File: config.mk
export PLATFORM = sky130hd
export DESIGN_NAME = sbw_writer
export DESIGN_NICKNAME = d
export VERILOG_FILES = /design/src/sbw_pkg.sv /design/src/sbw_cnt_if.sv /design/src/sbw_erasure_pack.sv /design/src/sbw_writer.sv
export SDC_FILE = /design/constraint.sdc
export NUM_CORES = 1
export LEC_CHECK = 0
export BUFFER_PORTS_ARGS = -buffer_cell sky130_fd_sc_hd__buf_4
export CAP_MARGIN = 20
export CORE_MARGIN = 5
export CORE_UTILIZATION = 35
export CTS_CLUSTER_DIAMETER = 200
export CTS_CLUSTER_SIZE = 24
export DETAILED_ROUTE_END_ITERATION = 6
export PLACE_DENSITY = 0.64
export SLEW_MARGIN = 30
export SYNTH_ARGS = -nofsm -noshare
export SYNTH_HDL_FRONTEND = slang
export SYNTH_SLANG_ARGS = --single-unit
File: constraint.sdc
create_clock -name mclk -period 11.66 [get_ports mclk]
set_input_delay 2.332 -clock mclk [delete_from_list [all_inputs] [get_ports mclk]]
set_output_delay 2.332 -clock mclk [all_outputs]
set_load 0.05 [all_outputs]
File: src/sbw_pkg.sv
// Constants and helper functions for the sector buffer status writer.
// Assumes a byte-wide buffer RAM cut into fixed segments, one per block.
//
// Contract
// - Packed count is mantissa times four to exponent
// - Resolution steps 1, 4, 16, 64 by range
// - Subcode field written only by copy channel
// - Copy walks interleaved order, raw or de-interleaved
// - Raw mode does not separate the Q field
// - Corrector status stored twice; equal means unwritten
// - Block status kept until segment refilled
// - Corrector offers single-pass and check-only modes
// - Multi-block transfers run without processor help
// - Unchanged reload values loop same buffer area
// - DVD blocks use other sizes; corrector flags invalid
// - Sub-CPU reads buffer memory directly
// - Input logic writes offsets up to count byte; tail also writes both corrector markers in CD mode
// - Each block fills exactly one 2560-byte segment
package sbw_pkg;

  // ---------------------------------------------------------------
  // Geometry
  // ---------------------------------------------------------------
  localparam int          ADDR_W       = 25;
  localparam int          SEG_W        = 13;
  localparam logic [11:0] SEG_BYTES    = 12'hA00;  // 2560
  localparam logic [11:0] CD_DATA_SIZE = 12'h930;  // 2352
  localparam logic [11:0] DVD_DATA_SIZE = 12'h810; // 2064
  localparam logic [11:0] OFS_STAT0    = 12'h930;  // 2352
  localparam logic [11:0] OFS_CNT      = 12'h933;  // 2355
  localparam logic [11:0] DVD_OFS_CNT  = 12'h813;
  localparam logic [11:0] OFS_RW       = 12'h934;  // 2356
  localparam logic [11:0] OFS_Q        = 12'h994;  // 2452
  localparam logic [11:0] OFS_ECC_A    = 12'h9A1;  // 2465
  localparam logic [11:0] OFS_ECC_B    = 12'h9A2;  // 2466
  localparam logic [11:0] CNT_MAX      = 12'hFFF;

  // ---------------------------------------------------------------
  // Subcode holding buffer walk: 12 groups of one Q and 8 R-W bytes
  // ---------------------------------------------------------------
  localparam logic [3:0]  SUB_GROUPS   = 4'hC;
  localparam logic [3:0]  SUB_GRP_LEN  = 4'h9;
  localparam logic [6:0]  RAW_LEN      = 7'h60;    // 96

  // Byte address of an offset inside a segment
  function automatic logic [ADDR_W-1:0] sbw_addr(
    input logic [SEG_W-1:0] seg,
    input logic [11:0]      ofs);
    sbw_addr = ADDR_W'(seg) * ADDR_W'(SEG_BYTES) + ADDR_W'(ofs);
  endfunction

  // Compress a 12-bit count to exponent[7:6], mantissa[5:0]
  function automatic logic [7:0] sbw_pack(input logic [11:0] n);
    if (n < 12'h040) begin
      sbw_pack = {2'b00, n[5:0]};
    end else if (n < 12'h100) begin
      sbw_pack = {2'b01, n[7:2]};
    end else if (n < 12'h400) begin
      sbw_pack = {2'b10, n[9:4]};
    end else begin
      sbw_pack = {2'b11, n[11:6]};
    end
  endfunction

endpackage

File: src/sbw_cnt_if.sv
// Link between the block sequencer and the erasure flag counter.
// Assumes both ends share one clock.
`timescale 1ns/10ps
interface sbw_cnt_if;
  logic       clr;
  logic       flag;
  logic [7:0] cnt_byte;
  modport ctl (output clr, output flag, input cnt_byte);
  modport cnt (input clr, input flag, output cnt_byte);
endinterface

File: src/sbw_erasure_pack.sv
// Erasure flag counter with packed one-byte result.
// Assumes clr and flag are single-cycle strobes on mclk.
`timescale 1ns/10ps
module sbw_erasure_pack
  import sbw_pkg::*;
(
  input wire logic mclk,
  input wire logic rst,
  sbw_cnt_if.cnt   cif
);

  logic [11:0] count_ff;
  logic [11:0] nxt_count;

  // ---------------------------------------------------------------
  // Counter; a flag on the first byte counts into the new block
  // ---------------------------------------------------------------
  always_comb begin
    nxt_count = count_ff;
    if (cif.clr) begin
      nxt_count = cif.flag ? 12'h001 : 12'h000;
    end else if (cif.flag && count_ff != CNT_MAX) begin
      nxt_count = count_ff + 12'h001; // Saturates at 12 bits
    end
  end

  always_ff @(posedge mclk or posedge rst) begin
    if (rst) begin
      count_ff <= 12'h000;
    end else begin
      count_ff <= nxt_count;
    end
  end

  assign cif.cnt_byte = sbw_pack(count_ff);

  // ---------------------------------------------------------------
  // Checks
  // ---------------------------------------------------------------
  property p_pack_small;
    @(posedge mclk) disable iff (rst)
    (count_ff < 12'h040) |-> (cif.cnt_byte == {2'b00, count_ff[5:0]});
  endproperty
  a_pack_small: assert property (p_pack_small)
    else $error("small count not stored exactly");

  property p_pack_big;
    @(posedge mclk) disable iff (rst)
    (count_ff >= 12'h400) |-> (cif.cnt_byte == {2'b11, count_ff[11:6]});
  endproperty
  a_pack_big: assert property (p_pack_big)
    else $error("large count packing wrong");

  property p_clear;
    @(posedge mclk) disable iff (rst)
    (cif.clr && !cif.flag) |=> (count_ff == 12'h000);
  endproperty
  a_clear: assert property (p_clear)
    else $error("counter not cleared at block start");

endmodule // sbw_erasure_pack

File: src/sbw_writer.sv
// Sector buffer status writer: places block data, status copies,
// packed erasure count, subcode and corrector status into segments.
// Assumes all inputs come from logic on mclk, stream bytes at most
// every second cycle, and a RAM answering reads one cycle later.
`timescale 1ns/10ps
module sbw_writer
  import sbw_pkg::*;
(
  input  wire logic              mclk,
  input  wire logic              rst,
  input  wire logic              in_valid,
  input  wire logic              in_sof,
  input  wire logic [7:0]        in_byte,
  input  wire logic              in_erasure,
  input  wire logic [23:0]       stat_in,
  input  wire logic              dvd_mode,
  input  wire logic              sub_en,
  input  wire logic              sub_raw,
  input  wire logic              sub_valid,
  input  wire logic [SEG_W-1:0]  sub_seg,
  input  wire logic [7:0]        sub_byte,
  output logic                   sub_ready_ff,
  input  wire logic              ecc_en,
  input  wire logic              ecc_valid,
  input  wire logic [SEG_W-1:0]  ecc_seg,
  input  wire logic [7:0]        ecc_stat,
  output logic                   ecc_ready_ff,
  input  wire logic              ecc_onepass,
  input  wire logic              ecc_edc_only,
  output logic [1:0]             erc_mode_ff,
  input  wire logic              xfer_start,
  input  wire logic              seg_inc_en,
  input  wire logic              seg_wr_dis,
  input  wire logic [SEG_W-1:0]  next_seg,
  input  wire logic [7:0]        next_cnt,
  output logic [SEG_W-1:0]       cur_seg_ff,
  output logic [7:0]             cur_cnt_ff,
  output logic [SEG_W-1:0]       prev_seg_ff,
  output logic                   reload_irq_ff,
  input  wire logic              cpu_rd,
  input  wire logic [ADDR_W-1:0] cpu_addr,
  output logic                   cpu_busy_ff,
  output logic [7:0]             cpu_rdata_ff,
  output logic                   cpu_rvalid_ff,
  input  wire logic [7:0]        ram_rdata,
  output logic [ADDR_W-1:0]      ram_addr_ff,
  output logic [7:0]             ram_wdata_ff,
  output logic                   ram_we_ff,
  output logic                   ram_re_ff
);

  typedef enum {T_IDLE, T_CAP, T_S0, T_S1, T_S2, T_CNT, T_MA, T_MB}
    sbw_tail_e;

  sbw_cnt_if cif ();

  sbw_erasure_pack u_cnt (
    .mclk (mclk),
    .rst  (rst),
    .cif  (cif.cnt)
  );

  sbw_tail_e        tail_ff, nxt_tail;
  logic [11:0]      ofs_ff, nxt_ofs, wofs, dsize;
  logic [SEG_W-1:0] tail_seg_ff, nxt_tail_seg;
  logic [23:0]      tail_stat_ff, nxt_tail_stat;
  logic [7:0]       tail_pk_ff, nxt_tail_pk;
  logic             tail_wr_ff, nxt_tail_wr;
  logic             active, wr_ok, blk_end;
  logic [1:0]       nxt_erc_mode;
  logic [SEG_W-1:0] nxt_cur_seg, nxt_prev_seg;
  logic [7:0]       nxt_cur_cnt;
  logic             nxt_irq;

  // ---------------------------------------------------------------
  // Stream side: offset tracking and block end
  // ---------------------------------------------------------------
  assign dsize   = dvd_mode ? DVD_DATA_SIZE : CD_DATA_SIZE;
  assign wofs    = in_sof ? 12'h000 : ofs_ff;
  assign active  = (cur_cnt_ff != 8'h00) && !seg_wr_dis;
  assign wr_ok   = in_valid && active && (wofs < dsize);
  assign blk_end = in_valid && (wofs == dsize - 12'h001);
  assign cif.clr  = in_valid && in_sof;
  assign cif.flag = in_valid && in_erasure;

  // ---------------------------------------------------------------
  // Tail sequence: status copies, count byte, corrector markers.
  // The stream owns the port when a byte arrives, so tail steps wait.
  // ---------------------------------------------------------------
  logic g_tail;
  assign g_tail = !wr_ok && tail_ff != T_IDLE && tail_ff != T_CAP;

  always_comb begin
    nxt_tail      = tail_ff;
    nxt_tail_seg  = tail_seg_ff;
    nxt_tail_stat = tail_stat_ff;
    nxt_tail_pk   = tail_pk_ff;
    nxt_tail_wr   = tail_wr_ff;
    nxt_ofs       = in_valid ? wofs + 12'h001 : ofs_ff;
    if (blk_end) begin
      nxt_tail      = T_CAP;
      nxt_tail_seg  = cur_seg_ff;
      nxt_tail_stat = stat_in;
      nxt_tail_wr   = active;
    end else begin
      case (tail_ff)
        T_IDLE: nxt_tail = T_IDLE;
        T_CAP: begin
          // Last flag has landed in the counter one cycle after the end
          nxt_tail_pk = cif.cnt_byte;
          if (!tail_wr_ff) begin
            nxt_tail = T_IDLE;
          end else begin
            nxt_tail = dvd_mode ? T_CNT : T_S0;
          end
        end
        T_S0: nxt_tail = g_tail ? T_S1 : T_S0;
        T_S1: nxt_tail = g_tail ? T_S2 : T_S1;
        T_S2: nxt_tail = g_tail ? T_CNT : T_S2;
        T_CNT: begin
          if (g_tail) begin
            nxt_tail = dvd_mode ? T_IDLE : T_MA;
          end
        end
        T_MA: nxt_tail = g_tail ? T_MB : T_MA;
        T_MB: nxt_tail = g_tail ? T_IDLE : T_MB;
        default: nxt_tail = T_IDLE;
      endcase
    end
  end

  // ---------------------------------------------------------------
  // Segment pointers: advance per block, reload when count runs out
  // ---------------------------------------------------------------
  always_comb begin
    nxt_cur_seg  = cur_seg_ff;
    nxt_cur_cnt  = cur_cnt_ff;
    nxt_prev_seg = prev_seg_ff;
    nxt_irq      = 1'b0;
    nxt_erc_mode = erc_mode_ff;
    if (cif.clr) begin
      nxt_erc_mode = {ecc_edc_only, ecc_onepass};
    end
    if (blk_end && cur_cnt_ff != 8'h00) begin
      nxt_prev_seg = cur_seg_ff;
      if (cur_cnt_ff == 8'h01) begin
        // Same reload values give the same area again
        nxt_cur_seg = next_seg;
        nxt_cur_cnt = next_cnt;
        nxt_irq     = 1'b1;
      end else begin
        nxt_cur_cnt = cur_cnt_ff - 8'h01;
        if (seg_inc_en) begin
          nxt_cur_seg = cur_seg_ff + 13'h0001;
        end
      end
    end else if (xfer_start && cur_cnt_ff == 8'h00) begin
      nxt_cur_seg = next_seg;
      nxt_cur_cnt = next_cnt;
    end
  end

  // ---------------------------------------------------------------
  // Subcode copy: walk groups of Q plus eight R-W bytes
  // ---------------------------------------------------------------
  logic [3:0]  grp_ff, pos_ff, nxt_grp, nxt_pos;
  logic        sub_pend_ff, nxt_sub_pend, sub_acc, g_sub;
  logic [11:0] sub_ofs_ff, nxt_sub_ofs;
  logic [SEG_W-1:0] sub_sg_ff, nxt_sub_sg;
  logic [7:0]  sub_dat_ff, nxt_sub_dat;
  logic [6:0]  raw_idx, rw_idx;

  assign sub_acc = sub_en && sub_valid && sub_ready_ff;
  assign raw_idx = 7'(grp_ff * SUB_GRP_LEN) + 7'(pos_ff);
  assign rw_idx  = 7'({grp_ff, 3'b000}) + 7'(pos_ff) - 7'h01;

  always_comb begin
    nxt_grp      = sub_en ? grp_ff : 4'h0;
    nxt_pos      = sub_en ? pos_ff : 4'h0;
    nxt_sub_pend = sub_pend_ff && !g_sub;
    nxt_sub_ofs  = sub_ofs_ff;
    nxt_sub_sg   = sub_sg_ff;
    nxt_sub_dat  = sub_dat_ff;
    if (sub_acc) begin
      // Interleaved walk is used in both modes
      nxt_pos = (pos_ff == SUB_GRP_LEN - 4'h1) ? 4'h0 : pos_ff + 4'h1;
      if (pos_ff == SUB_GRP_LEN - 4'h1) begin
        nxt_grp = (grp_ff == SUB_GROUPS - 4'h1) ? 4'h0 : grp_ff + 4'h1;
      end
      nxt_sub_sg  = sub_seg;
      nxt_sub_dat = sub_byte;
      if (sub_raw) begin
        // Q bytes stay where they sit among the raw bytes
        nxt_sub_pend = raw_idx < RAW_LEN;
        nxt_sub_ofs  = OFS_RW + 12'(raw_idx);
      end else begin
        nxt_sub_pend = 1'b1;
        nxt_sub_ofs  = (pos_ff == 4'h0) ? OFS_Q + 12'(grp_ff)
                                        : OFS_RW + 12'(rw_idx);
      end
    end
  end

  // ---------------------------------------------------------------
  // Corrector status: value then its inverse, so equal bytes can
  // only mean the corrector never wrote this block
  // ---------------------------------------------------------------
  logic [1:0]       ecc_ph_ff, nxt_ecc_ph;
  logic [7:0]       ecc_dat_ff, nxt_ecc_dat;
  logic [SEG_W-1:0] ecc_sg_ff, nxt_ecc_sg;
  logic             ecc_acc, g_ecc;

  assign ecc_acc = ecc_en && ecc_valid && ecc_ready_ff && !dvd_mode;

  always_comb begin
    nxt_ecc_ph  = ecc_ph_ff;
    nxt_ecc_dat = ecc_dat_ff;
    nxt_ecc_sg  = ecc_sg_ff;
    if (ecc_acc) begin
      nxt_ecc_ph  = 2'h1;
      nxt_ecc_dat = ecc_stat;
      nxt_ecc_sg  = ecc_seg;
    end else if (g_ecc) begin
      nxt_ecc_ph = (ecc_ph_ff == 2'h1) ? 2'h2 : 2'h0;
    end
  end

  // ---------------------------------------------------------------
  // Port arbitration: stream, tail, CPU read, corrector, subcode.
  // Subcode is last as its holding buffer tolerates waiting.
  // ---------------------------------------------------------------
  logic              cpu_pend_ff, nxt_cpu_pend, g_cpu, re_d_ff;
  logic [ADDR_W-1:0] cpu_a_ff, nxt_cpu_a, nxt_addr;
  logic [7:0]        nxt_wdata, nxt_rdata;
  logic              nxt_we;

  assign g_cpu = !wr_ok && !g_tail && cpu_pend_ff;
  assign g_ecc = !wr_ok && !g_tail && !cpu_pend_ff && ecc_ph_ff != 2'h0;
  assign g_sub = !wr_ok && !g_tail && !cpu_pend_ff && ecc_ph_ff == 2'h0
                 && sub_pend_ff;

  always_comb begin
    nxt_cpu_pend = (cpu_pend_ff && !g_cpu) || (cpu_rd && !cpu_busy_ff);
    nxt_cpu_a    = (cpu_rd && !cpu_busy_ff) ? cpu_addr : cpu_a_ff;
    nxt_rdata    = re_d_ff ? ram_rdata : cpu_rdata_ff;
    nxt_we       = wr_ok || g_tail || g_ecc || g_sub;
    nxt_addr     = ram_addr_ff;
    nxt_wdata    = ram_wdata_ff;
    if (wr_ok) begin
      nxt_addr  = sbw_addr(cur_seg_ff, wofs);
      nxt_wdata = in_byte;
    end else if (g_tail) begin
      case (tail_ff)
        T_S0: nxt_addr = sbw_addr(tail_seg_ff, OFS_STAT0);
        T_S1: nxt_addr = sbw_addr(tail_seg_ff, OFS_STAT0 + 12'h001);
        T_S2: nxt_addr = sbw_addr(tail_seg_ff, OFS_STAT0 + 12'h002);
        T_CNT: nxt_addr = sbw_addr(tail_seg_ff,
                                   dvd_mode ? DVD_OFS_CNT : OFS_CNT);
        T_MA: nxt_addr = sbw_addr(tail_seg_ff, OFS_ECC_A);
        default: nxt_addr = sbw_addr(tail_seg_ff, OFS_ECC_B);
      endcase
      case (tail_ff)
        T_S0: nxt_wdata = tail_stat_ff[7:0];
        T_S1: nxt_wdata = tail_stat_ff[15:8];
        T_S2: nxt_wdata = tail_stat_ff[23:16];
        T_CNT: nxt_wdata = tail_pk_ff;
        default: nxt_wdata = 8'h00; // Equal markers until corrected
      endcase
    end else if (g_cpu) begin
      nxt_addr = cpu_a_ff;
    end else if (g_ecc) begin
      nxt_addr  = sbw_addr(ecc_sg_ff,
                           ecc_ph_ff == 2'h1 ? OFS_ECC_A : OFS_ECC_B);
      nxt_wdata = ecc_ph_ff == 2'h1 ? ecc_dat_ff : ~ecc_dat_ff;
    end else if (g_sub) begin
      nxt_addr  = sbw_addr(sub_sg_ff, sub_ofs_ff);
      nxt_wdata = sub_dat_ff;
    end
  end

  // ---------------------------------------------------------------
  // Registers
  // ---------------------------------------------------------------
  always_ff @(posedge mclk or posedge rst) begin
    if (rst) begin
      tail_ff <= T_IDLE;         ofs_ff <= 12'h000;
      tail_seg_ff <= '0;         tail_stat_ff <= 24'h000000;
      tail_pk_ff <= 8'h00;       tail_wr_ff <= 1'b0;
      cur_seg_ff <= '0;          cur_cnt_ff <= 8'h00;
      prev_seg_ff <= '0;         reload_irq_ff <= 1'b0;
      erc_mode_ff <= 2'h0;       grp_ff <= 4'h0;
      pos_ff <= 4'h0;            sub_pend_ff <= 1'b0;
      sub_ofs_ff <= 12'h000;     sub_sg_ff <= '0;
      sub_dat_ff <= 8'h00;       sub_ready_ff <= 1'b0;
      ecc_ph_ff <= 2'h0;         ecc_dat_ff <= 8'h00;
      ecc_sg_ff <= '0;           ecc_ready_ff <= 1'b0;
      cpu_pend_ff <= 1'b0;       cpu_a_ff <= '0;
      cpu_busy_ff <= 1'b0;       re_d_ff <= 1'b0;
      cpu_rdata_ff <= 8'h00;     cpu_rvalid_ff <= 1'b0;
      ram_addr_ff <= '0;         ram_wdata_ff <= 8'h00;
      ram_we_ff <= 1'b0;         ram_re_ff <= 1'b0;
    end else begin
      tail_ff <= nxt_tail;       ofs_ff <= nxt_ofs;
      tail_seg_ff <= nxt_tail_seg; tail_stat_ff <= nxt_tail_stat;
      tail_pk_ff <= nxt_tail_pk; tail_wr_ff <= nxt_tail_wr;
      cur_seg_ff <= nxt_cur_seg; cur_cnt_ff <= nxt_cur_cnt;
      prev_seg_ff <= nxt_prev_seg; reload_irq_ff <= nxt_irq;
      erc_mode_ff <= nxt_erc_mode; grp_ff <= nxt_grp;
      pos_ff <= nxt_pos;         sub_pend_ff <= nxt_sub_pend;
      sub_ofs_ff <= nxt_sub_ofs; sub_sg_ff <= nxt_sub_sg;
      sub_dat_ff <= nxt_sub_dat; sub_ready_ff <= !nxt_sub_pend;
      ecc_ph_ff <= nxt_ecc_ph;   ecc_dat_ff <= nxt_ecc_dat;
      ecc_sg_ff <= nxt_ecc_sg;   ecc_ready_ff <= nxt_ecc_ph == 2'h0;
      cpu_pend_ff <= nxt_cpu_pend; cpu_a_ff <= nxt_cpu_a;
      cpu_busy_ff <= nxt_cpu_pend; re_d_ff <= ram_re_ff;
      cpu_rdata_ff <= nxt_rdata; cpu_rvalid_ff <= re_d_ff;
      ram_addr_ff <= nxt_addr;   ram_wdata_ff <= nxt_wdata;
      ram_we_ff <= nxt_we;       ram_re_ff <= g_cpu;
    end
  end

  // ---------------------------------------------------------------
  // Checks
  // ---------------------------------------------------------------
  property p_ecc_inv;
    @(posedge mclk) disable iff (rst)
    (g_ecc && ecc_ph_ff == 2'h2) |=>
      ram_we_ff && ram_wdata_ff == ~$past(ecc_dat_ff);
  endproperty
  a_ecc_inv: assert property (p_ecc_inv)
    else $error("second status copy not inverted");

  property p_sub_off;
    @(posedge mclk) disable iff (rst)
    (!sub_en && !sub_pend_ff) |=> !sub_pend_ff;
  endproperty
  a_sub_off: assert property (p_sub_off)
    else $error("subcode queued while copy disabled");

  property p_raw_no_q;
    @(posedge mclk) disable iff (rst)
    (sub_acc && sub_raw) |=>
      !sub_pend_ff || (sub_ofs_ff >= OFS_RW && sub_ofs_ff < OFS_Q);
  endproperty
  a_raw_no_q: assert property (p_raw_no_q)
    else $error("raw subcode written to Q field");

  property p_reload;
    @(posedge mclk) disable iff (rst)
    (blk_end && cur_cnt_ff == 8'h01) |=>
      reload_irq_ff && cur_seg_ff == $past(next_seg) ##1 !reload_irq_ff;
  endproperty
  a_reload: assert property (p_reload)
    else $error("reload did not take next values");

  property p_advance;
    @(posedge mclk) disable iff (rst)
    (blk_end && cur_cnt_ff > 8'h01 && seg_inc_en) |=>
      cur_seg_ff == $past(cur_seg_ff) + 13'h0001 &&
      cur_cnt_ff == $past(cur_cnt_ff) - 8'h01;
  endproperty
  a_advance: assert property (p_advance)
    else $error("segment did not advance");

  property p_count_byte;
    @(posedge mclk) disable iff (rst)
    (g_tail && tail_ff == T_CNT) |=>
      ram_we_ff && ram_wdata_ff == $past(tail_pk_ff);
  endproperty
  a_count_byte: assert property (p_count_byte)
    else $error("count byte not written");

  property p_stream;
    @(posedge mclk) disable iff (rst)
    wr_ok |=> ram_we_ff && ram_wdata_ff == $past(in_byte);
  endproperty
  a_stream: assert property (p_stream)
    else $error("stream byte not written");

  property p_cpu_rd;
    @(posedge mclk) disable iff (rst)
    (cpu_rd && !cpu_busy_ff) |-> ##[3:30] cpu_rvalid_ff;
  endproperty
  a_cpu_rd: assert property (p_cpu_rd)
    else $error("cpu read not answered");

  c_reload: cover property (@(posedge mclk) disable iff (rst)
    reload_irq_ff);
  c_ecc: cover property (@(posedge mclk) disable iff (rst)
    g_ecc && ecc_ph_ff == 2'h2);
  c_raw: cover property (@(posedge mclk) disable iff (rst)
    sub_acc && sub_raw && pos_ff == 4'h0);
  c_cpu: cover property (@(posedge mclk) disable iff (rst)
    cpu_rvalid_ff);

endmodule // sbw_writer

==> qor.yml, run 1 <==
synth_ff_type: "dfrtp_1"
cp.arrival_ns: 5.82
synth_area_per_cell_sq_um: 9.45
die_area_sq_um: 51300
portBuffers: 228
antenna_found_initial: 1
final_max_slew_viol_count: 0
die_h_microns: 226
finalSetupViolCount: 0
synth_nets: 2018
cp.required_ns: 12.08
period_share_pct: 46.3
outcome: "complete, but fails checks"
synth_edf_count: 0
pre_cts_ws_ns: 5.77
wl_per_cell_microns: 19.8
design_area_sq_um: 19100
holdPathEnd: "tail_pk_ff[2]$_DFFE_PP0P_"
pwr-share-seq_pct: 29.7
intPower_w: 0.00234
path_clk_slew_ns: 0.10
cts.htree.levels: 1
timing.final.ws_setup_ns: 6.26
start_kind: "primary input"
violations: "DRC"
reg2reg_from: "cur_seg_ff[1]$_DFFE_PP0P_"
cts_buffers: 14
dr.pass1.iters: 7
multi_input_area_sq_um: 9720
via_count: 13900
diodes: 0
worst_r2r_endpoint: "ram_addr_ff[23]$_DFFE_PP0P_"
maxSlewHeadroom_pct: 36.8
syn2layout_area_growth_pct: 16.6
cts-root-buf: "clkbuf_16"
pin_count: 229
drive_gt1_share_pct: 22.0
synth_seq_cells: 245
peakVddDrop_v: 0.000142
rows: 79
reg2reg_depth: 13
yosysMostFrequentCell: "dfrtp_1"
dr.first_iter.drc_count: 1071
gp_congestion: 0.914
overflow: 0
ctsHoldBuffers: 0
switchingPower_w: 0.00209
ys_top_cells_by_count: "245 x dfrtp_1, 140 x nor2_1, 136 x nand2_1"
clock_sinks: 245
synth_top_area_share_pct: 37.4
synthTopCellsByArea: "dfrtp_1 37%, ha_1 10%, mux2_2 8.7%, a21oi_1 4.0%, xnor2_1 3.5%"
timing.setup.tns_ns: 0
p_clk_share_pct: 12.0
total_power_w: 0.00443
cp_common_cell: "buf_4"
critPathCaptureType: "register"
crit_type: "primary input to register"
cts_buffer_depth: 3
met1_length_mm: 22.1
holdCritPathClass: "register to register"
vias_per_cell: 5.50
syn_inst: 1735
route.met3.wl_mm: 2.75
drt_wl_total_mm: 50.0
powerDensity_nw_per_um2: 232
clock_latency_ns: 0.50
max_freq_mhz: 185
detail_route.drc_violations: 1
core_area_sq_um: 46500
cts_resized: 0
hp-start: "tail_pk_ff[2]$_DFFE_PP0P_"
synth_top_area_cell: "dfrtp_1"
grt_use_total_pct: 18.8
slowest_delay_ns: 0.65
cts_setup_buffers: 0
dpl_cell_area_sq_um: 18700
cts_tree: "built"
fin_crit_ns: 5.40
cp_max_fo: 22
wl_met2_mm: 23.9
dp_hpwl_mm: 38.6
r2r_slack_ns: 7.73
num-fill-cells: 4552
p_comb_share_pct: 58.2
swShare_pct: 47.2
leakagePower_nw: 8.67
ys_warn_count: 0
clock_skew_ns: 0.0284
path_cells: "buf_4 -> nor2b_1 -> ha_1 -> or3b_1 -> nor4_4 -> buf_4 -> nor2b_1 -> buf_4 -> and2_1 -> nand2_1 -> nor3_1 -> a21oi_1 -> o21ai_0"
grt_pass1_vias: 13700
cp_slowest_cell: "and2_1"
final_core_util_pct: 41.2
synth_cell_types: 92
grt_pass1_wl_mm: 77.7
whs_path_depth: 2
seq_area_sq_um: 6130
postRouteAntennaNets: 0
maxCapViolations: 0
die_x_microns: 226
tightest_slew_ns: 0.934
async_flop_share_pct: 100
hold_viol_final: 0
top_layer: "met4"
rsz0062_at_grt: "false"
fin_nets: 2204
initial_core_util_pct: 35.3
synth_area_sq_um: 16400
ys_seq_area_share_pct: 37.4
grt_max_degree: 151
==> area by class of cell <==
cell class	instances	area share [%]
well taps	607	3.97
clock inverters	1	0.105
inverters	70	1.44
repair buffers	244	9.58
clock buffers	15	1.96
multi-input cells	1346	50.9
flip-flops and latches	245	32.1
==> metrics by stage <==
step / hold WS (ns) / cells
final: 0.490 / 2528
after floorplan: 0.352 / 1735
after CTS: 0.490 / 2528
after global placement: 0.464 / 2512
after global routing: 0.518 / 2528
after detailed placement: 0.464 / 2512
==> cells by family after synthesis <==
family	count (synthesis)	synth area share [%]
fa+ha+maj	138	10.9
mux	142	9.64
buf+inv	144	3.40
flops	245	37.4
simple gates	517	15.7
xor+xnor	103	5.50
compound gates	446	17.6
==> layer usage <==
layer	vias to the layer above	GRT usage, %
met5	-	0
met4	0	4.25
met1	6848	25.5
met2	346	31.6
met3	54	3.11
li1	6668	-
==> worst max path at each step <==
stage / depth (start not counted) / slack (ns) / from / end
2_1_floorplan: 1 / 2.60 / rst / cpu_a_ff[0]$_DFFE_PP0P_
3_3_place_gp: 13 / 5.88 / in_sof / cur_seg_ff[7]$_DFFE_PP0P_
3_5_place_dp: 13 / 5.77 / in_sof / cur_seg_ff[9]$_DFFE_PP0P_
4_1_cts: 13 / 6.29 / in_sof / cur_seg_ff[9]$_DFFE_PP0P_
5_1_grt: 13 / 5.97 / in_sof / cur_seg_ff[9]$_DFFE_PP0P_
6_report: 13 / 6.26 / in_sof / cur_seg_ff[9]$_DFFE_PP0P_
==> power groups by stage <==
| stage | clock network, W | registers, W | logic [W] |
|---|---|---|---|
| 2_1_floorplan | 0 | 0.00148 | 0.00165 |
| 3_3_place_gp | 0 | 0.00133 | 0.00253 |
| 3_5_place_dp | 0 | 0.00133 | 0.00256 |
| 4_1_cts | 0.000556 | 0.00132 | 0.00258 |
| 5_1_grt | 0.000577 | 0.00134 | 0.00285 |
| 6_report | 0.000533 | 0.00132 | 0.00258 |
==> flip-flops by register name, summed over array words and instances (netlist names), 2 cells and up <==
register / flops
cpu_a_ff: 25
cpu_rdata_ff: 8
cur_cnt_ff: 8
cur_seg_ff: 13
ecc_dat_ff: 8
ecc_ph_ff: 2
ecc_sg_ff: 13
erc_mode_ff: 2
grp_ff: 4
ofs_ff: 12
pos_ff: 4
prev_seg_ff: 13
ram_addr_ff: 25
ram_wdata_ff: 8
sub_dat_ff: 8
sub_ofs_ff: 9
sub_sg_ff: 13
tail_ff: 3
tail_pk_ff: 8
tail_seg_ff: 13
tail_stat_ff: 24
u_cnt.count_ff: 12
==> critical path: cells and delay by family <==
kind                       cells  cell delay, ns
and+or+nand+nor                7            2.18
adders and majority gates      1            0.30
AOI/OAI and AO/OA              2            0.22
buffers and inverters          3            0.77
==> cells in the final DEF (no fill, tap or decap), types with 16 or more instances in the layout <==
cell / instances
inv_1: 66
o22ai_1: 18
nand2b_1: 16
nand4_1: 16
nor2_1: 139
a21oi_1: 130
nor3_1: 39
buf_4: 244
and3_1: 18
xor2_1: 38
xnor2_1: 65
a211oi_1: 34
nand3_1: 42
mux2_2: 127
o21ai_0: 113
nand2_1: 136
dfrtp_1: 244
ha_1: 131
nor2b_1: 28
(Power assumes the default switching activity.)
==> run 2, diff against run 1 <==
--- a/config.mk
+++ b/config.mk
@@ -12,7 +12,7 @@
 export CTS_CLUSTER_DIAMETER = 200
 export CTS_CLUSTER_SIZE = 24
 export DETAILED_ROUTE_END_ITERATION = 6
-export PLACE_DENSITY = 0.64
+export PLACE_DENSITY = 0.66
 export SLEW_MARGIN = 30
 export SYNTH_ARGS = -nofsm -noshare
 export SYNTH_HDL_FRONTEND = slang
==> constraint.sdc (replaced) <==
create_clock -name mclk -period 4.72 [get_ports mclk]
set_input_delay 0.944 -clock mclk [delete_from_list [all_inputs] [get_ports mclk]]
set_output_delay 0.944 -clock mclk [all_outputs]
set_load 0.05 [all_outputs]
==> qor.yml, run 2 (synthesis results as in run 1) <==
outcome: "finished, final reports clean"
fin_nets: 2215  # +0.50%
final_max_slew_viol_count: 0  # unchanged
vias_per_cell: 5.53  # +0.42%
cts_buffers: 14  # unchanged
rsz0062_at_grt: "false"
antenna_found_initial: 0  # -1
whs_path_depth: 2  # unchanged
drt_wl_total_mm: 50.1  # about the same
postRouteAntennaNets: 0  # unchanged
timing.setup.tns_ns: 0  # unchanged
holdCritPathClass: "register to register"
wl_per_cell_microns: 19.7  # -0.38%
reg_top3: "cpu_a_ff x25, ram_addr_ff x25, tail_stat_ff x24"
grt_pass1_vias: 14000  # +2.0%
dp_hpwl_mm: 38.8  # +0.61%
start_kind: "register"
leakagePower_nw: 8.73  # +0.67%
rows: 79  # unchanged
cp.required_ns: 5.15  # -6.93 ns
gp_congestion: 0.908  # -0.71%
clock_skew_ns: 0.0289  # +0.000552 ns
period_share_pct: 80.3
drive_gt1_share_pct: 22.5  # +0.44 points
initial_core_util_pct: 35.3  # unchanged
fin_crit_ns: 3.79
powerDensity_nw_per_um2: 571  # +150%
r2r_slack_ns: 0.93  # -6.80 ns
tightest_slew_ns: 0.929  # -0.00480 ns
portBuffers: 228  # unchanged
die_x_microns: 226  # unchanged
pin_count: 229  # unchanged
cts-root-buf: "clkbuf_16"
cp.arrival_ns: 4.22  # -1.60 ns
path_clk_slew_ns: 0.10  # about the same
maxSlewHeadroom_pct: 37.8  # +1.1 points
final_cell_mix: "253 x buf_4, 244 x dfrtp_1, 140 x nor2_1"
max_freq_mhz: 264
peakVddDrop_v: 0.000431  # +200%
cp_max_fo: 9  # -59%
grt_use_total_pct: 19.0  # +0.22 points
grt_max_degree: 81  # -46%
diodes: 0  # unchanged
detail_route.drc_violations: 0  # -1
die_h_microns: 226  # unchanged
grt_pass1_wl_mm: 78.2  # +0.63%
cts_resized: 0  # unchanged
maxCapViolations: 0  # unchanged
reg2reg_depth: 13  # unchanged
dr.first_iter.drc_count: 1134  # +5.9%
via_count: 14000  # +0.86%
critPathCaptureType: "register"
syn2layout_area_growth_pct: 17.2
hold_viol_final: 0  # unchanged
clock_latency_ns: 0.52  # +0.02 ns
total_power_w: 0.0110  # +150%
cts_tree: "built"
dr.pass1.iters: 6  # -1
crit_type: "register to register"
die_area_sq_um: 51300  # unchanged
final_common_cell: "buf_4"
ctsHoldBuffers: 0  # unchanged
overflow: 0  # unchanged
core_area_sq_um: 46500  # unchanged
finalSetupViolCount: 0  # unchanged
cts_buffer_depth: 3  # unchanged
cts_setup_buffers: 0  # unchanged
cts.htree.levels: 1  # unchanged
clock_sinks: 245  # unchanged
final_core_util_pct: 41.4  # +0.21 points
final_cells: 2539  # +0.44%
place_inst: 2523  # +0.44%
-- run 2: cell types whose count changed in the layout (fill, tap and decap cells not counted), sizes merged --
cell	delta
clkinvlp	+1
inv	-1
buf	+11
-- run 2: worst paths after layout --
check                                          start                        endpoint
max in group asynchronous                        rst       tail_pk_ff[1]$_DFFE_PP0P_
min                        sub_ofs_ff[5]$_DFFE_PP0P_       sub_ofs_ff[5]$_DFFE_PP0P_
max                         ecc_sg_ff[1]$_DFFE_PP0P_     ram_addr_ff[23]$_DFFE_PP0P_
min reg2reg                sub_ofs_ff[5]$_DFFE_PP0P_       sub_ofs_ff[5]$_DFFE_PP0P_
min in group asynchronous                        rst  u_cnt.count_ff[10]$_DFFE_PP0P_
max reg2reg                 ecc_sg_ff[1]$_DFFE_PP0P_     ram_addr_ff[23]$_DFFE_PP0P_
-- run 2: stage by stage --
stage          hold WS [ns]  cell area, sq um  setup WS, ns
2_1_floorplan         0.352             16400         0.558
3_3_place_gp          0.464             18800         0.607
3_5_place_dp          0.470             18800         0.517
4_1_cts               0.494             19200          1.03
5_1_grt               0.518             19200         0.696
6_report              0.487             19200         0.930
-- run 2: worst max-delay path, stage by stage (launching register included) --
cell	delay (ns)
dfrtp_1	0.46
ha_1	0.31
ha_1	0.18
inv_1	0.06
fa_1	0.39
nand2b_1	0.18
a21oi_1	0.28
o31a_1	0.39
nor2_1	0.09
a311oi_1	0.58
nor3_1	0.13
xor2_1	0.27
o22ai_1	0.11
o32ai_1	0.25
-- run 2: area by class of cell --
cell class | instances | area, sq um
Inverter | 70 | 267
Fill cell | 4511 | 27200
Sequential cell | 245 | 6130
Multi-Input combinational cell | 1346 | 9720
Clock inverter | 1 | 20.0
Timing Repair Buffer | 255 | 1940
Tap cell | 607 | 759
Clock buffer | 15 | 375
-- run 2: report_power, final --
| part | internal [W] | switching (W) | total, W |
|---|---|---|---|
| registers | 0.00267 | 0.000576 | 0.00324 |
| logic | 0.00255 | 0.00384 | 0.00639 |
| clock network | 0.000584 | 0.000754 | 0.00134 |
-- run 2: routing by layer --
metal | GRT usage [%] | up-vias | wire length, microns
met5 | 0 | - | 0
met4 | 5.86 | 0 | 1810
met3 | 3.72 | 83 | 3300
met2 | 31.2 | 424 | 23200
met1 | 25.4 | 6829 | 21700
li1 | - | 6699 | -
==> run 3, diff against run 2 <==
--- a/config.mk
+++ b/config.mk
@@ -12,7 +12,7 @@
 export CTS_CLUSTER_DIAMETER = 200
 export CTS_CLUSTER_SIZE = 24
 export DETAILED_ROUTE_END_ITERATION = 6
-export PLACE_DENSITY = 0.66
+export PLACE_DENSITY = 0.64
 export SLEW_MARGIN = 30
 export SYNTH_ARGS = -nofsm -noshare
 export SYNTH_HDL_FRONTEND = slang
==> constraint.sdc (replaced) <==
create_clock -name mclk -period 3.66 [get_ports mclk]
set_input_delay 0.732 -clock mclk [delete_from_list [all_inputs] [get_ports mclk]]
set_output_delay 0.732 -clock mclk [all_outputs]
set_load 0.05 [all_outputs]
==> qor.yml, run 3 (synthesis results as in run 1) <==
die_area_sq_um: 51300  # unchanged
cts_tree: "built"
outcome: "finished, final reports clean"
multi_input_area_sq_um: 9790  # +0.71%
maxSlewHeadroom_pct: 47.4  # +9.5 points
reg_top3: "cpu_a_ff x25, ram_addr_ff x25, tail_stat_ff x24"
worst-path-buf-inv: 1  # unchanged
crit_type: "register to register"
detail_route.drc_violations: 0  # unchanged
core_area_sq_um: 46500  # unchanged
hold_viol_final: 0  # unchanged
clock_skew_ns: 0.0382  # +0.00926 ns
cts_buffers: 14  # unchanged
cp_max_fo: 4  # -5
rows: 79  # unchanged
overflow: 0  # unchanged
ctsHoldBuffers: 0  # unchanged
initial_core_util_pct: 35.3  # unchanged
final_core_util_pct: 42.3  # +0.96 points
max_freq_mhz: 283  # +7.3%
final_cell_mix: "298 x buf_4, 244 x dfrtp_1, 140 x nor2_1"
vias_per_cell: 5.46  # -1.3%
syn2layout_area_growth_pct: 19.9
period_share_pct: 96.5  # +16 points
final_max_slew_viol_count: 0  # unchanged
critical_path.top_delay_family: "simple AND/OR/NAND/NOR gates"
die_h_microns: 226  # unchanged
maxCapViolations: 0  # unchanged
num-fill-cells: 4533  # +0.49%
finalSetupViolCount: 0  # unchanged
cts.htree.levels: 1  # unchanged
start_kind: "register"
slowest_delay_ns: 0.50  # -0.08 ns
tightest_slew_ns: 0.770  # -0.159 ns
holdCritPathClass: "primary input to asynchronous set/reset pin"
cp.arrival_ns: 3.92  # -0.30 ns
dp_hpwl_mm: 39.0  # +0.57%
wl_per_cell_microns: 19.4  # -1.7%
seq_area_sq_um: 6130  # unchanged
clock_latency_ns: 0.52  # about the same
gp_congestion: 0.940  # +3.5%
cp.required_ns: 4.04  # -1.11 ns
clock_sinks: 245  # unchanged
antenna_found_initial: 1  # +1
grt_pass1_wl_mm: 76.9  # -1.6%
portBuffers: 228  # unchanged
dr.pass1.iters: 5  # -1
cp_slowest_cell: "or4b_4"
leakagePower_nw: 9.00  # +3.1%
grt_pass1_vias: 13600  # -2.7%
fin_nets: 2262  # +2.1%
critPathCaptureType: "register"
diodes: 0  # unchanged
pin_count: 229  # unchanged
grt_max_degree: 85  # +4.9%
peakVddDrop_v: 0.000515  # +20%
fin_crit_ns: 3.53  # -0.258 ns
dr.first_iter.drc_count: 1056  # -6.9%
grt_use_total_pct: 18.7  # -0.28 points
path_cells: "ha_1 -> ha_1 -> inv_1 -> fa_2 -> and2b_2 -> o22ai_1 -> xnor2_1 -> and3_4 -> or4b_4 -> nor3_4 -> xnor2_1 -> a221oi_2 -> o32ai_1"
timing.setup.tns_ns: 0  # unchanged
cts_buffer_depth: 3  # unchanged
cts-root-buf: "clkbuf_16"
die_x_microns: 226  # unchanged
path_clk_slew_ns: 0.11  # about the same
powerDensity_nw_per_um2: 738  # +29%
drt_wl_total_mm: 50.1  # about the same
drive_gt1_share_pct: 24.9  # +2.4 points
via_count: 14100  # +0.54%
postRouteAntennaNets: 0  # unchanged
final_common_cell: "buf_4"
==> run 3: final timing paths <==
path,startpoint,end,slack (ns),depth (start not counted)
max,tail_seg_ff[1]$_DFFE_PP0P_,ram_addr_ff[23]$_DFFE_PP0P_,0.13,13
min,rst,ofs_ff[5]$_DFFE_PP0P_,0.26,2
max reg2reg,tail_seg_ff[1]$_DFFE_PP0P_,ram_addr_ff[23]$_DFFE_PP0P_,0.13,13
min reg2reg,ram_re_ff$_DFF_PP0_,re_d_ff$_DFF_PP0_,0.46,0
max in group asynchronous,rst,ecc_sg_ff[8]$_DFFE_PP0P_,2.58,3
min in group mclk,ecc_edc_only,erc_mode_ff[1]$_DFFE_PP0P_,0.42,3
==> run 3: worst reg2reg max path: stages (launching register included) <==
cell and delay [ns]:
dfrtp_1 0.44, ha_1 0.30, ha_1 0.18, inv_1 0.07, fa_2 0.34, and2b_2 0.26
o22ai_1 0.10, xnor2_1 0.28, and3_4 0.24, or4b_4 0.50, nor3_4 0.18, xnor2_1 0.11
a221oi_2 0.28, o32ai_1 0.13
==> run 3: final cells by class <==
class | instances | share of cell area [%]
inverters | 70 | 1.36
clock inverters | 1 | 0.102
multi-input cells | 1346 | 49.8
flip-flops and latches | 245 | 31.2
repair buffers | 302 | 11.8
well taps | 607 | 3.86
clock buffers | 15 | 1.91
==> run 3: report_power, final <==
part / switching (W) / internal, W / total [W]
sequential: 0.000715 / 0.00344 / 0.00416
clock: 0.000970 / 0.000752 / 0.00172
combinational: 0.00506 / 0.00357 / 0.00864
total: 0.00675 / 0.00777 / 0.0145
==> run 3: what timing repair did <==
item,in CTS,in global routing
setup buffers,0,7
setup endpoints to repair,0,4
gates resized for setup,0,15
==> run 3: routing by layer <==
metal,global-route usage [%],routed length [microns],share of wire [%],vias to the layer above
met2,31.2,23800,48,373
met4,4.83,1500,3.0,0
li1,-,-,-,6783
met1,25.5,21900,44,6890
met3,2.90,2890,5.8,65
met5,0,0,0,-
==> run 3: metrics by stage <==
step                      cells  hold slack [ns]  cell area, sq um  power [W]  setup WS (ns)
final                      2586            0.257             19700     0.0145          0.128
after global routing       2586            0.287             19700     0.0156        -0.0190
after CTS                  2579            0.263             19500     0.0144         0.0287
after detailed placement   2563            0.430             19100     0.0126         0.0826
after global placement     2563            0.425             19100     0.0125          0.129
after floorplan            1735            0.352             16400    0.00997         -0.290
